[src/include/sspi_params.svh]
`ifndef SSPI_PARAMS_SVH
`define SSPI_PARAMS_SVH

// register byte offsets on the apb bus
`define SSPI_OFF_PD_CTRL  8'h00
`define SSPI_OFF_PD_DIR   8'h04
`define SSPI_OFF_PD_DATA  8'h08
`define SSPI_OFF_CFG      8'h0C
`define SSPI_OFF_TX       8'h10
`define SSPI_OFF_RX       8'h14
`define SSPI_OFF_STAT     8'h18

// shared pin positions on port d
`define SSPI_NPINS        6
`define SSPI_PIN_SC0      0
`define SSPI_PIN_SC1      1
`define SSPI_PIN_SC2      2
`define SSPI_PIN_SCK      3
`define SSPI_PIN_SRD      4
`define SSPI_PIN_STD      5

// status register bit positions
`define SSPI_ST_TX_FULL   0
`define SSPI_ST_RX_FULL   1
`define SSPI_ST_RX_OVR    2
`define SSPI_ST_TX_BUSY   3
`define SSPI_ST_RX_BUSY   4
`define SSPI_ST_FLAG0     5
`define SSPI_ST_FLAG1     6

// widths and reset values
`define SSPI_CFG_W        16
`define SSPI_CFG_RST      16'h0400
`define SSPI_PINS_RST     6'h00
`define SSPI_WORD_W       8

`endif

[src/include/sspi_pkg.sv]
package sspi_pkg;

  // serial configuration register, lsb first from the bottom field
  typedef struct packed {
    logic [7:0] div;
    logic       enable;
    logic       flag1;
    logic       flag0;
    logic       sc1_out;
    logic       sc0_out;
    logic       fs_out;
    logic       sck_out;
    logic       async_mode;
  } sspi_cfg_t;

  // function-side drive request for all six shared pins
  typedef struct packed {
    logic [5:0] oe;
    logic [5:0] out;
  } sspi_pinfn_t;

  typedef enum {st_idle, st_shift} sspi_shift_t;

endpackage

[src/rtl/sspi_sync.sv]
`timescale 1ns/10ps
module sspi_sync #(
  parameter int W = 1
) (
  input  wire logic         pclk,
  input  wire logic         presetn,
  input  wire logic         en,
  input  wire logic [W-1:0] d,
  output logic      [W-1:0] q
);

  logic [W-1:0] meta_q;
  logic [W-1:0] meta_d;
  logic [W-1:0] q_q;
  logic [W-1:0] q_d;

  // two stages; en low freezes both so an ignored input stays put
  always_comb begin
    meta_d = en ? d : meta_q;
    q_d    = en ? meta_q : q_q;
  end

  always_ff @(posedge pclk or negedge presetn) begin
    if (!presetn) begin
      meta_q <= '0;
      q_q    <= '0;
    end else begin
      meta_q <= meta_d;
      q_q    <= q_d;
    end
  end

  assign q = q_q;

endmodule

[src/rtl/sspi_pin_cell.sv]
`timescale 1ns/10ps
`include "sspi_params.svh"
module sspi_pin_cell (
  input  wire logic pclk,
  input  wire logic presetn,
  input  wire logic ce,
  input  wire logic stop,
  input  wire logic func_sel,
  input  wire logic gpio_dir,
  input  wire logic gpio_out,
  input  wire logic fn_oe,
  input  wire logic fn_out,
  output logic      pin_out,
  output logic      pin_oe
);

  logic out_q;
  logic out_d;
  logic oe_q;
  logic oe_d;

  // pick gpio or serial drive; stop floats any output but keeps the level
  always_comb begin
    out_d = out_q;
    oe_d  = oe_q;
    if (ce) begin
      if (stop) begin
        oe_d = 1'b0;
      end else if (func_sel) begin
        out_d = fn_out;
        oe_d  = fn_oe;
      end else begin
        out_d = gpio_out;
        oe_d  = gpio_dir;
      end
    end
  end

  // reset leaves the pad an undriven input
  always_ff @(posedge pclk or negedge presetn) begin
    if (!presetn) begin
      out_q <= 1'b0;
      oe_q  <= 1'b0;
    end else begin
      out_q <= out_d;
      oe_q  <= oe_d;
    end
  end

  assign pin_out = out_q;
  assign pin_oe  = oe_q;

endmodule

[src/rtl/sspi_port.sv]
`timescale 1ns/10ps
`include "sspi_params.svh"
module sspi_port
  import sspi_pkg::*;
#(
  parameter int WORD_W = `SSPI_WORD_W
) (
  input  wire logic        pclk,
  input  wire logic        presetn,
  input  wire logic        ce,
  input  wire logic        psel,
  input  wire logic        penable,
  input  wire logic        pwrite,
  input  wire logic [7:0]  paddr,
  input  wire logic [31:0] pwdata,
  output logic      [31:0] prdata,
  output logic             pready,
  output logic             pslverr,
  input  wire logic        wait_mode,
  input  wire logic        stop_mode,
  input  wire logic [5:0]  port_d_in,
  output logic      [5:0]  port_d_out,
  output logic      [5:0]  port_d_oe
);

  localparam int CNT_W = $clog2(WORD_W + 1);

  if (WORD_W < 2 || WORD_W > 32) begin : g_chk
    $error("sspi_port: WORD_W must lie in 2..32");
  end

  // apb and register state
  logic              pready_q, pready_d;
  logic              pslverr_q, pslverr_d;
  logic [31:0]       prdata_q, prdata_d;
  logic [5:0]        pd_ctrl_q, pd_ctrl_d;
  logic [5:0]        pd_dir_q, pd_dir_d;
  logic [5:0]        pd_data_q, pd_data_d;
  sspi_cfg_t         cfg_q, cfg_d;
  logic [WORD_W-1:0] tx_buf_q, tx_buf_d;
  logic              acc, hit, wr, rd_rx, wr_tx, clr_ovr;
  // serial engine state
  logic [7:0]        div_cnt_q, div_cnt_d;
  logic              clk_int_q, clk_int_d;
  logic [CNT_W-1:0]  int_bit_q, int_bit_d;
  logic              fs_int_q, fs_int_d;
  sspi_shift_t       tx_st_q, tx_st_d;
  logic [WORD_W-1:0] tx_sh_q, tx_sh_d;
  logic [CNT_W-1:0]  tx_cnt_q, tx_cnt_d;
  logic              tx_bit_q, tx_bit_d;
  logic              tx_full_q, tx_full_d;
  sspi_shift_t       rx_st_q, rx_st_d;
  logic [WORD_W-1:0] rx_sh_q, rx_sh_d;
  logic [CNT_W-1:0]  rx_cnt_q, rx_cnt_d;
  logic [WORD_W-1:0] rx_buf_q, rx_buf_d;
  logic              rx_full_q, rx_full_d;
  logic              rx_ovr_q, rx_ovr_d;
  logic              tx_clk_prev_q, rx_clk_prev_q;
  logic              tx_clk_lvl, tx_fs_lvl, rx_clk_lvl, rx_fs_lvl;
  logic              tx_rise, rx_fall, tx_load, rx_done, run;
  logic [5:0]        pin_s;
  sspi_pinfn_t       fn;

  // wait_mode is deliberately unused: waiting changes nothing here
  assign run = ce && !stop_mode;

  // pads are async to pclk; stop freezes the samples so inputs are ignored
  sspi_sync #(
    .W (`SSPI_NPINS)
  ) u_sync (
    .pclk    (pclk),
    .presetn (presetn),
    .en      (run),
    .d       (port_d_in),
    .q       (pin_s)
  );

  // apb: one wait state, so pready is a registered single-cycle pulse
  assign acc     = psel && penable;
  assign wr      = acc && pready_q && pwrite;
  assign rd_rx   = acc && pready_q && !pwrite && paddr == `SSPI_OFF_RX;
  assign wr_tx   = wr && paddr == `SSPI_OFF_TX;
  assign clr_ovr = wr && paddr == `SSPI_OFF_STAT && pwdata[`SSPI_ST_RX_OVR];

  always_comb begin
    hit       = 1'b1;
    prdata_d  = prdata_q;
    pd_ctrl_d = pd_ctrl_q;
    pd_dir_d  = pd_dir_q;
    pd_data_d = pd_data_q;
    cfg_d     = cfg_q;
    tx_buf_d  = tx_buf_q;
    case (paddr)
      `SSPI_OFF_PD_CTRL: prdata_d = 32'(pd_ctrl_q);
      `SSPI_OFF_PD_DIR:  prdata_d = 32'(pd_dir_q);
      `SSPI_OFF_PD_DATA: prdata_d = 32'(pin_s);
      `SSPI_OFF_CFG:     prdata_d = 32'(cfg_q);
      `SSPI_OFF_TX:      prdata_d = 32'(tx_buf_q);
      `SSPI_OFF_RX:      prdata_d = 32'(rx_buf_q);
      `SSPI_OFF_STAT:    prdata_d = 32'({pin_s[`SSPI_PIN_SC1], pin_s[`SSPI_PIN_SC0],
                                         rx_st_q == st_shift, tx_st_q == st_shift,
                                         rx_ovr_q, rx_full_q, tx_full_q});
      default: begin
        hit      = 1'b0;
        prdata_d = '0;
      end
    endcase
    if (!(acc && !pready_q)) begin
      prdata_d = prdata_q;                    // read data only moves when answered
    end
    pready_d  = acc && !pready_q;
    pslverr_d = acc && !pready_q && !hit;
    if (wr) begin
      case (paddr)
        `SSPI_OFF_PD_CTRL: pd_ctrl_d = pwdata[5:0];
        `SSPI_OFF_PD_DIR:  pd_dir_d  = pwdata[5:0];
        `SSPI_OFF_PD_DATA: pd_data_d = pwdata[5:0];
        `SSPI_OFF_CFG:     cfg_d     = sspi_cfg_t'(pwdata[`SSPI_CFG_W-1:0]);
        `SSPI_OFF_TX:      tx_buf_d  = pwdata[WORD_W-1:0];
        default: ;
      endcase
    end
  end

  always_ff @(posedge pclk or negedge presetn) begin
    if (!presetn) begin
      pready_q  <= 1'b0;
      pslverr_q <= 1'b0;
      prdata_q  <= '0;
      pd_ctrl_q <= `SSPI_PINS_RST;
      pd_dir_q  <= `SSPI_PINS_RST;
      pd_data_q <= `SSPI_PINS_RST;
      cfg_q     <= `SSPI_CFG_RST;
      tx_buf_q  <= '0;
    end else if (ce) begin
      pready_q  <= pready_d;
      pslverr_q <= pslverr_d;
      prdata_q  <= prdata_d;
      pd_ctrl_q <= pd_ctrl_d;
      pd_dir_q  <= pd_dir_d;
      pd_data_q <= pd_data_d;
      cfg_q     <= cfg_d;
      tx_buf_q  <= tx_buf_d;
    end
  end

  // clock and sync sources; edges are found on synchronised levels only,
  // which is safe for pad clocks whose halves last three or more pclk samples; an internal half lasts div plus one
  always_comb begin
    tx_clk_lvl = cfg_q.sck_out ? clk_int_q : pin_s[`SSPI_PIN_SCK];
    tx_fs_lvl  = cfg_q.fs_out ? fs_int_q : pin_s[`SSPI_PIN_SC2];
    rx_clk_lvl = tx_clk_lvl;
    rx_fs_lvl  = tx_fs_lvl;
    if (cfg_q.async_mode) begin
      rx_clk_lvl = cfg_q.sc0_out ? clk_int_q : pin_s[`SSPI_PIN_SC0];
      rx_fs_lvl  = cfg_q.sc1_out ? fs_int_q : pin_s[`SSPI_PIN_SC1];
    end
    tx_rise = tx_clk_lvl && !tx_clk_prev_q;
    rx_fall = !rx_clk_lvl && rx_clk_prev_q;
  end

  // serial engine: divider, frame generator, transmit and receive shifters
  always_comb begin
    div_cnt_d = '0;
    clk_int_d = 1'b0;
    int_bit_d = int_bit_q;
    fs_int_d  = fs_int_q;
    tx_st_d   = tx_st_q;
    tx_sh_d   = tx_sh_q;
    tx_cnt_d  = tx_cnt_q;
    tx_bit_d  = tx_bit_q;
    rx_st_d   = rx_st_q;
    rx_sh_d   = rx_sh_q;
    rx_cnt_d  = rx_cnt_q;
    rx_buf_d  = rx_buf_q;
    rx_done   = 1'b0;
    if (cfg_q.enable) begin
      div_cnt_d = div_cnt_q + 8'h01;
      clk_int_d = clk_int_q;
      if (div_cnt_q >= cfg_q.div) begin
        div_cnt_d = '0;
        clk_int_d = !clk_int_q;
        if (!clk_int_q) begin
          // a new bit starts on each internal rising edge
          int_bit_d = (int_bit_q == CNT_W'(WORD_W - 1)) ? '0 : int_bit_q + 1'b1;
          fs_int_d  = (int_bit_d == '0);
        end
      end
    end
    // reload at the word end lets frames run back to back
    tx_load = cfg_q.enable && tx_rise && tx_fs_lvl && tx_full_q
              && (tx_st_q == st_idle || tx_cnt_q == CNT_W'(WORD_W));
    unique case (tx_st_q)
      st_idle: ;
      st_shift: begin
        if (tx_rise) begin
          if (tx_cnt_q == CNT_W'(WORD_W)) begin
            tx_st_d = st_idle;
          end else begin
            tx_bit_d = tx_sh_q[WORD_W-1];
            tx_sh_d  = tx_sh_q << 1;
            tx_cnt_d = tx_cnt_q + 1'b1;
          end
        end
      end
    endcase
    if (tx_load) begin
      tx_st_d  = st_shift;
      tx_bit_d = tx_buf_q[WORD_W-1];
      tx_sh_d  = tx_buf_q << 1;
      tx_cnt_d = CNT_W'(1);
    end
    // receive samples on the falling edge, half a bit after launch
    unique case (rx_st_q)
      st_idle: begin
        if (rx_fall && rx_fs_lvl && cfg_q.enable) begin
          rx_sh_d  = {rx_sh_q[WORD_W-2:0], pin_s[`SSPI_PIN_SRD]};
          rx_cnt_d = CNT_W'(1);
          rx_st_d  = st_shift;
        end
      end
      st_shift: begin
        if (rx_fall) begin
          rx_sh_d  = {rx_sh_q[WORD_W-2:0], pin_s[`SSPI_PIN_SRD]};
          rx_cnt_d = rx_cnt_q + 1'b1;
          if (rx_cnt_d == CNT_W'(WORD_W)) begin
            rx_buf_d = rx_sh_d;
            rx_done  = 1'b1;
            rx_st_d  = st_idle;
          end
        end
      end
    endcase
    // disabling the port abandons any half-shifted word, so a later frame starts clean
    if (!cfg_q.enable) begin
      tx_st_d = st_idle;
      rx_st_d = st_idle;
    end
    // flag updates: the setting event wins over a same-cycle clear, so a tx write beats the load that empties the buffer
    tx_full_d = wr_tx ? 1'b1 : (tx_load ? 1'b0 : tx_full_q);
    rx_full_d = rx_done ? 1'b1 : (rd_rx ? 1'b0 : rx_full_q);
    rx_ovr_d  = (rx_done && rx_full_q && !rd_rx) ? 1'b1 : (clr_ovr ? 1'b0 : rx_ovr_q);
  end

  // stop freezes the engine so it resumes where it left off
  always_ff @(posedge pclk or negedge presetn) begin
    if (!presetn) begin
      div_cnt_q     <= '0;
      clk_int_q     <= 1'b0;
      int_bit_q     <= '0;
      fs_int_q      <= 1'b0;
      tx_st_q       <= st_idle;
      tx_sh_q       <= '0;
      tx_cnt_q      <= '0;
      tx_bit_q      <= 1'b0;
      tx_full_q     <= 1'b0;
      rx_st_q       <= st_idle;
      rx_sh_q       <= '0;
      rx_cnt_q      <= '0;
      rx_buf_q      <= '0;
      rx_full_q     <= 1'b0;
      rx_ovr_q      <= 1'b0;
      tx_clk_prev_q <= 1'b0;
      rx_clk_prev_q <= 1'b0;
    end else if (run) begin
      div_cnt_q     <= div_cnt_d;
      clk_int_q     <= clk_int_d;
      int_bit_q     <= int_bit_d;
      fs_int_q      <= fs_int_d;
      tx_st_q       <= tx_st_d;
      tx_sh_q       <= tx_sh_d;
      tx_cnt_q      <= tx_cnt_d;
      tx_bit_q      <= tx_bit_d;
      tx_full_q     <= tx_full_d;
      rx_st_q       <= rx_st_d;
      rx_sh_q       <= rx_sh_d;
      rx_cnt_q      <= rx_cnt_d;
      rx_buf_q      <= rx_buf_d;
      rx_full_q     <= rx_full_d;
      rx_ovr_q      <= rx_ovr_d;
      tx_clk_prev_q <= tx_clk_lvl;
      rx_clk_prev_q <= rx_clk_lvl;
    end
  end

  // serial drive per pin; in sync mode lines zero and one carry the flags
  always_comb begin
    fn.oe  = {tx_st_q == st_shift, 1'b0, cfg_q.sck_out, cfg_q.fs_out,
              cfg_q.sc1_out, cfg_q.sc0_out};
    fn.out = {tx_bit_q, 1'b0, clk_int_q, fs_int_q,
              cfg_q.async_mode ? fs_int_q : cfg_q.flag1,
              cfg_q.async_mode ? clk_int_q : cfg_q.flag0};
  end

  for (genvar i = 0; i < `SSPI_NPINS; i++) begin : g_pin
    sspi_pin_cell u_cell (
      .pclk     (pclk),
      .presetn  (presetn),
      .ce       (ce),
      .stop     (stop_mode),
      .func_sel (pd_ctrl_q[i]),
      .gpio_dir (pd_dir_q[i]),
      .gpio_out (pd_data_q[i]),
      .fn_oe    (fn.oe[i]),
      .fn_out   (fn.out[i]),
      .pin_out  (port_d_out[i]),
      .pin_oe   (port_d_oe[i])
    );
  end

  assign prdata  = prdata_q;
  assign pready  = pready_q;
  assign pslverr = pslverr_q;

  // checks
  logic seen_q;
  always_ff @(posedge pclk or negedge presetn) begin
    if (!presetn) begin
      seen_q <= 1'b0;
    end else begin
      seen_q <= 1'b1;
    end
  end
endmodule

[config.mk]
export PLATFORM = sky130hd
export DESIGN_NAME = sspi_port
export DESIGN_NICKNAME = d
export VERILOG_FILES = /design/src/include/sspi_pkg.sv /design/src/rtl/sspi_sync.sv /design/src/rtl/sspi_pin_cell.sv /design/src/rtl/sspi_port.sv
export VERILOG_INCLUDE_DIRS = /design/src /design/src/include
export SDC_FILE = /design/constraint.sdc
export NUM_CORES = 1
export LEC_CHECK = 0
export ABC_AREA = 1
export BUFFER_PORTS_ARGS = -buffer_cell sky130_fd_sc_hd__buf_2
export CAP_MARGIN = 10
export CORE_MARGIN = 1
export CORE_UTILIZATION = 55
export DETAILED_ROUTE_END_ITERATION = 16
export PLACE_DENSITY = 0.86
export SLEW_MARGIN = 20
export SYNTH_ARGS = -nofsm -noshare
export SYNTH_HDL_FRONTEND = slang
export SYNTH_HIERARCHICAL = 1
export SYNTH_SLANG_ARGS = --single-unit
[constraint.sdc]
create_clock -name pclk -period 3.8 [get_ports pclk]
set_clock_uncertainty 0.05 [all_clocks]
set_input_delay 0.57 -clock pclk [delete_from_list [all_inputs] [get_ports pclk]]
set_output_delay 0.57 -clock pclk [all_outputs]
set_load 0.005 [all_outputs]
==> impl_metrics.env, run 1 <==
export IMPL_outcome="finished clean"
export IMPL_max_freq_mhz=496
export IMPL_dp_hpwl_um=10800
export IMPL_wl_per_cell_um=13.8
export IMPL_initial_core_util_pct=57.3
export IMPL_ioPinCount=100
export IMPL_drv_cap=0
export IMPL_crit_family="simple AND/OR/NAND/NOR gates"
export IMPL_numCtsBuffers=17
export IMPL_layout_worst_path_cycle_share_pct=53.0
export IMPL_power_leakage_nw=4.29
export IMPL_setup_viol=0
export IMPL_portBuffers=66
export IMPL_grt_pass1_wl_um=26600
export IMPL_intPower_mw=2.61
export IMPL_insertion_delay_ns=0.42
export IMPL_cts_max_path_buffers=2
export IMPL_grt_util_all_layers_pct=26.5
export IMPL_tightest_slew_ns=0.862
export IMPL_ys_ff_latch=136
export IMPL_syn_area_mm2=0.00700
export IMPL_placementRows=40
export IMPL_finalCriticalPeriod_ns=2.01
export IMPL_core_area_mm2=0.0122
export IMPL_crit_path_end_kind="register"
export IMPL_avgViaCountPerCell=5.18
export IMPL_drt_wl_total_um=15500
export IMPL_grt_remaining_overflow=0
export IMPL_seqPwrFrac_pct=44.9
export IMPL_critical_path_max_stage_delay_ns=0.34
export IMPL_worst_path_max_fanout=32
export IMPL_antennaDiodeCount=0
export IMPL_ir_worst_vdd_mv=0.313
export IMPL_combPwrFrac_pct=5.3
export IMPL_die_area_mm2=0.0132
export IMPL_crit_chain="buf_2 -> nor2_2 -> nand3_1 -> inv_1 -> buf_4 -> nand2_2 -> inv_1 -> nand2_2 -> nor2_1 -> a21oi_1"
export IMPL_place_congestion=0.906
export IMPL_antenna_found_initial=0
export IMPL_ys_warnings_count=6
export IMPL_dp_slack_ns=1.37
export IMPL_final_hold_viol_count=0
export IMPL_vias=5813
export IMPL_avgSynthCellArea_um2=8.00
export IMPL_cts_tree="yes"
export IMPL_drc=0
export IMPL_switching_share_pct=22.5
export IMPL_antenna_left=0
export IMPL_yosysSeqAreaShare_pct=48.6
export IMPL_start_kind="input port"
export IMPL_path_class="input port to register"
export IMPL_hp_class="input port to asynchronous set/reset pin"
export IMPL_cp_num_buf_inv=4
export IMPL_cts_post_setup_buffers_inserted=0
export IMPL_arrival_ns=2.24
export IMPL_drt_iter0_drc=435
export IMPL_cts_repair_resized=0
export IMPL_nets=1009
export IMPL_power_frac_clock_pct=49.8
export IMPL_cts_htree_levels=4
export IMPL_relSlewSlack_pct=42.5
export IMPL_area_growth_pct=13.3
export IMPL_grt_pass1_vias=5657
export IMPL_die_w_um=115
export IMPL_cts_root_buf="clkbuf_16"
export IMPL_finalSetupTns_ns=0
export IMPL_rsz0062_at_grt="false"
export IMPL_powerDensity_mw_per_mm2=425
export IMPL_hold_buffers=0
export IMPL_dr_pass1_iters=5
export IMPL_slew_viol_final=0
export IMPL_p_sw_mw=0.757
export IMPL_syn_inst=875
export IMPL_drive_gt1_share_pct=15.7
export IMPL_clk_pin_slew_ns=0.06
export IMPL_critPathRequiredTime_ns=4.03
export IMPL_cpMaxStageDelayCell="nand2_2"
export IMPL_clock_sinks=136
export IMPL_ys_types=38
export IMPL_die_h_um=115
export IMPL_grt_max_degree=96
export IMPL_fin_ws_ns=1.79
==> registers in the layout, summed over array words and instances (netlist names), 7 cells and up <==
name,count
rx_sh_q,7
tx_sh_q,7
tx_buf_q,8
cfg_q,16
prdata,16
rx_buf_q,8
div_cnt_q,8
==> cells in the mapped netlist <==
master	count	area share (%)
nand2_1	337	18
dfrtp_1	135	48
inv_1	79	4.2
nand3_1	68	4.9
nor2_1	45	2.4
o21ai_1	33	2.4
o21ai_0	24	1.7
buf_4	23	2.5
ha_1	14	2.5
a21oi_1	13	0.93
nor2_4	12	1.9
inv_2	9	0.48
nand2_2	9	0.80
xor2_1	9	1.1
buf_2	8	0.57
buf_6	8	1.3
nand4_1	6	0.54
o21ai_2	6	0.75
o31ai_1	6	0.64
nand3_2	4	0.57
nor2_2	4	0.36
nor3_1	3	0.21
o211ai_1	2	0.21
o21bai_1	2	0.21
o31ai_2	2	0.36
xnor2_1	2	0.25
a21o_1	1	0.11
a21oi_2	1	0.13
a311oi_1	1	0.13
clkinv_2	1	0.071
conb_1	1	0.054
dfstp_2	1	0.38
nand2_4	1	0.16
nand3b_1	1	0.11
nor2_8	1	0.29
nor3_2	1	0.14
nor3_4	1	0.23
o22ai_1	1	0.089
==> placed cells by master, fill, tap and decap left out, types with 2 or more instances in the layout <==
cell,n
nand2_1,337
dfrtp_1,135
inv_1,79
nand3_1,68
buf_2,65
nor2_1,45
o21ai_1,33
o21ai_0,24
conb_1,18
clkbuf_16,17
ha_1,14
a21oi_1,13
nor2_4,12
inv_2,9
nand2_2,9
xor2_1,9
o21ai_2,6
nand4_1,6
o31ai_1,6
nor2_2,4
nand3_2,4
clkinv_2,4
clkbuf_1,4
nor3_1,3
clkbuf_8,3
bufinv_16,3
buf_4,3
o21bai_1,2
xnor2_1,2
o31ai_2,2
o211ai_1,2
clkinvlp_4,2
==> worst register-to-register path, stage by stage, from the launching register on <==
cell	delay (ns)
dfrtp_1	0.50
nand2_1	0.19
nand3_1	0.11
nand2_2	0.11
nand2_2	0.08
nor2_4	0.12
inv_2	0.05
nand2_2	0.19
nand2_2	0.20
nand2_1	0.11
nand2_1	0.06
==> cell families after synthesis <==
family                   share of synthesized area (%)
buffers and inverters                             9.12
XOR/XNOR                                          1.38
AND/OR/NAND/NOR                                   30.7
AO/OA/AOI/OAI                                     7.63
other                                           0.0536
adder cells (fa/ha/maj)                           2.50
flip-flops                                        48.6
==> cell type report <==
class                      count  area, um2
inverter                      89        335
timing repair buffer          69        359
tap                          168        210
sequential                   136       3400
multi-input combinational    628       3020
clock inverter                 8        120
clock buffer                  24        482
fill                        1015       4280
==> metrics by stage <==
step | instances | area, um2 | total power [mW] | hold slack (ns) | util, %
6_report | 1122 | 7930 | 3.37 | 0.168 | 65.0
3_3_place_gp | 1090 | 7330 | 1.71 | 0.403 | 60.0
5_1_grt | 1122 | 7930 | 3.48 | 0.241 | 65.0
2_1_floorplan | 892 | 7060 | 1.64 | 0.224 | -
3_5_place_dp | 1090 | 7330 | 1.71 | 0.409 | 60.0
4_1_cts | 1122 | 7930 | 3.38 | 0.222 | 65.0
==> final timing paths <==
| kind | from | end | slack (ns) | cells past startpoint |
|---|---|---|---|---|
| worst max-delay path | paddr[7] | cfg_q[13] | 1.79 | 10 |
| worst min-delay path | presetn | g_pin[5].u_cell/pin_out | 0.17 | 1 |
| worst max register to register | clk_int_q | rx_sh_q[5] | 1.92 | 10 |
| worst min register to register | u_sync/meta_q[4] | u_sync/meta_q[4] | 0.42 | 2 |
| max in group asynchronous | presetn | cfg_q[10] | 2.64 | 2 |
| min in group pclk | port_d_in[5] | u_sync/meta_q[5] | 0.30 | 3 |
==> per-layer routing <==
layer	share of wire, %	vias up	track usage (%)
met2	48	217	42.8
met4	2.3	0	11.9
met1	43	2699	33.8
li1	-	2860	-
met5	0	-	0
met3	6.8	37	6.59
==> power by group through the flow <==
stage	clock network [mW]	registers [mW]	logic, mW
2_1_floorplan	0	1.53	0.112
3_3_place_gp	0	1.53	0.175
3_5_place_dp	0	1.54	0.179
4_1_cts	1.69	1.51	0.181
5_1_grt	1.76	1.52	0.205
6_report	1.68	1.51	0.178
Power figures use the tool's default switching activity.
==> run 2: changes to the inputs <==
--- a/config.mk
+++ b/config.mk
@@ -6,11 +6,11 @@
 export SDC_FILE = /design/constraint.sdc
 export NUM_CORES = 1
 export LEC_CHECK = 0
-export ABC_AREA = 1
+export ABC_AREA = 0
 export BUFFER_PORTS_ARGS = -buffer_cell sky130_fd_sc_hd__buf_2
 export CAP_MARGIN = 10
 export CORE_MARGIN = 1
-export CORE_UTILIZATION = 55
+export CORE_UTILIZATION = 52
 export DETAILED_ROUTE_END_ITERATION = 16
 export PLACE_DENSITY = 0.86
 export SLEW_MARGIN = 20
==> constraint.sdc (replaced) <==
create_clock -name pclk -period 1.6 [get_ports pclk]
set_clock_uncertainty 0.05 [all_clocks]
set_input_delay 0.24 -clock pclk [delete_from_list [all_inputs] [get_ports pclk]]
set_output_delay 0.24 -clock pclk [all_outputs]
set_load 0.005 [all_outputs]
==> run 2 against run 1 <==
The run now ends with setup timing left; worst hold slack got worse by 0.16 ns; register-to-register slack got worse by 2.3 ns; worst setup slack got worse by 2.2 ns; total power rose to 2.7 times the previous value; synthesized cell count fell by 34%; count of clock-buffer cells in the layout fell by 4.
==> impl_metrics.env, run 2 <==
export IMPL_violations="setup timing"
export IMPL_ys_ff_latch=136
export IMPL_final_cell_mix="dfrtp_1, buf_4, buf_2, mux2_2, mux2_4"
export IMPL_portBuffers=66
export IMPL_yosysMostFrequentCell="dfrtp_1"
export IMPL_finalInstanceArea_mm2=0.00959
export IMPL_holdWs_ns=0.00923
export IMPL_clk_pin_slew_ns=0.06
export IMPL_die_area_mm2=0.0136
export IMPL_drv_cap=0
export IMPL_drt_wl_total_um=26100
export IMPL_synth_top_area_share_pct=49.4
export IMPL_finalCriticalPeriod_ns=2.01
export IMPL_relSlewSlack_pct=60.7
export IMPL_synthTopCellsByArea="dfrtp_1, mux2_2, mux2_4"
export IMPL_synthTopCellsByCount="dfrtp_1, mux2_2, nand2_1, o21ai_0, mux2_4"
export IMPL_fin_ws_ns=-0.410
export IMPL_layout_worst_path_cycle_share_pct=126
export IMPL_max_freq_mhz=497
export IMPL_yosysTopAreaCell="dfrtp_1"
export IMPL_cts_tree="yes"
export IMPL_antenna_left=0
export IMPL_die_w_um=117
export IMPL_switching_share_pct=23.9
export IMPL_worst_path_max_fanout=5
export IMPL_final_hold_viol_count=0
export IMPL_tightest_slew_ns=0.574
export IMPL_grt_max_degree=44
export IMPL_r2r_cells=4
export IMPL_hp_class="input port to register"
export IMPL_area_growth_pct=40.3
export IMPL_setup_viol=95
export IMPL_startpoint="cfg_q[4]"
export IMPL_arrival_ns=2.28
export IMPL_grt_pass1_vias=6165
export IMPL_power_leakage_nw=4.77
export IMPL_wl_per_cell_um=27.0
export IMPL_place_congestion=0.923
export IMPL_nets=850
export IMPL_placed_area_mm2=0.00818
export IMPL_drt_iter0_drc=659
export IMPL_powerDensity_mw_per_mm2=954
export IMPL_finalSetupTns_ns=-20.27
export IMPL_insertion_delay_ns=0.44
export IMPL_worstSetupEndpoint="rx_sh_q[0]"
export IMPL_core_area_mm2=0.0127
export IMPL_reg2reg_from="cfg_q[4]"
export IMPL_critPathRequiredTime_ns=1.87
export IMPL_path_class="register to register"
export IMPL_antenna_found_initial=1
export IMPL_cts_max_path_buffers=2
export IMPL_grt_remaining_overflow=0
export IMPL_p_sw_mw=2.19
export IMPL_avgSynthCellArea_um2=11.8
export IMPL_antennaDiodeCount=0
export IMPL_ioPinCount=100
export IMPL_final_common_cell="dfrtp_1"
export IMPL_dp_hpwl_um=13100
export IMPL_synth_edf_count=0
export IMPL_avgViaCountPerCell=6.68
export IMPL_numCtsBuffers=17
export IMPL_ys_flop_type="dfrtp_1"
export IMPL_vias=6461
export IMPL_async_flop_share_pct=100
export IMPL_combPwrFrac_pct=9.5
export IMPL_drc=0
export IMPL_ys_warnings_count=6
export IMPL_fin_cells=967
export IMPL_die_h_um=117
export IMPL_cpMaxStageDelayCell="dfrtp_1"
export IMPL_power_frac_clock_pct=50.8
export IMPL_cts_root_buf="clkbuf_16"
export IMPL_yosysSeqAreaShare_pct=49.8
export IMPL_grt_pass1_wl_um=34500
export IMPL_rsz0062_at_grt="true"
export IMPL_crit_path_end_kind="register"
export IMPL_seqPwrFrac_pct=39.6
export IMPL_outcome="finished, violations left"
export IMPL_intPower_mw=6.96
export IMPL_syn_area_mm2=0.00684
export IMPL_initial_core_util_pct=53.7
export IMPL_clock_sinks=136
export IMPL_slew_viol_final=0
export IMPL_start_kind="register"
export IMPL_drive_gt1_share_pct=49.3
export IMPL_regToRegEndpoint="rx_sh_q[0]"
export IMPL_crit_chain="mux2i_1 -> o22ai_2 -> o21ai_2 -> mux2_2"
export IMPL_place_inst=902
export IMPL_dp_slack_ns=-0.399
export IMPL_critical_path_max_stage_delay_ns=0.56
export IMPL_syn_inst=581
export IMPL_ir_worst_vdd_mv=1.18
export IMPL_cts_htree_levels=4
export IMPL_grt_util_all_layers_pct=35.1
export IMPL_placementRows=41
export IMPL_ys_types=60
export IMPL_rrSetupSlack_ns=-0.41
export IMPL_dr_pass1_iters=6
-- run 2: cell count changes after synthesis, moves of 12 or more --
cell,change
a22o_1,+12
a22oi_1,+14
inv_1,-57
mux2_2,+61
mux2_4,+27
nand2_1,-295
nor2_1,-21
nor2_4,-12
clkbuf_1,+14
o21ai_1,-33
mux2i_1,+26
nand3_1,-55
-- run 2: worst min-delay path by stage --
| stage | slack (ns) | cells after the start | startpoint | to |
|---|---|---|---|---|
| after floorplan | -0.11 | 0 | presetn | cfg_q[0] |
| after global placement | 0.14 | 1 | presetn | g_pin[4].u_cell/pin_out |
| after detailed placement | 0.14 | 1 | presetn | g_pin[4].u_cell/pin_out |
| after CTS | 0.002 | 2 | pwdata[11] | cfg_q[11] |
| after global routing | 0.001 | 2 | pwdata[8] | cfg_q[8] |
| final | 0.009 | 2 | pwdata[8] | cfg_q[8] |
-- run 2: what timing repair did --
action,CTS,global route
gates cloned,5,0
buffers inserted,14,7
pin swaps,20,15
resized for setup,50,49
hold buffers,10,0
setup endpoints to repair,95,105
hold endpoints to repair,45,0
-- run 2: layout make-up --
type,instances,area [um2]
clock buffers,20,467
clock inverters,12,219
fillers,669,3130
inverters,22,82.6
multi-input cells,406,3710
flip-flops and latches,136,3410
well taps,172,215
repair buffers,199,1490
-- run 2: worst max-delay path: cells and delay by family, from the launching register on --
family | cells | cell delay (ns)
flip-flops | 1 | 0.56
multiplexers | 2 | 0.75
AO/OA/AOI/OAI | 2 | 0.53
-- run 2: cells by family after synthesis --
logic type | after synthesis | share of synthesized area [%]
buffers and inverters | 60 | 4.79
adders and majority gates | 14 | 2.56
and+or+nand+nor | 141 | 11.0
DFF | 136 | 49.8
xor gates and xnor gates | 3 | 0.384
AOI/OAI and AO/OA | 106 | 10.6
muxes | 120 | 20.8
other | 1 | 0.0548
-- run 2: power by group through the flow --
stage | combinational [mW] | clock (mW) | sequential, mW
floorplan | 0.322 | 0 | 3.65
global placement | 0.655 | 0 | 3.66
detailed placement | 0.683 | 0 | 3.67
CTS | 0.762 | 4.58 | 3.61
global route | 0.905 | 4.77 | 3.63
finish | 0.873 | 4.65 | 3.62
-- run 2: layer usage --
| layer | up-vias | wire, um | share of wire (%) | GRT usage (%) |
|---|---|---|---|---|
| met2 | 614 | 11900 | 46 | 55.9 |
| met1 | 3109 | 8900 | 34 | 42.0 |
| li1 | 2499 | - | - | - |
| met3 | 239 | 2900 | 11 | 8.46 |
| met5 | - | 0 | 0 | 0 |
| met4 | 0 | 2420 | 9.2 | 24.9 |
-- run 2: stage by stage --
step                      total power, mW  utilization [%]
final                                9.15             75.4
after detailed placement             4.35             64.3
after global routing                 9.31             75.4
after floorplan                      3.97                -
after CTS                            8.95             73.5
after global placement               4.32             64.3
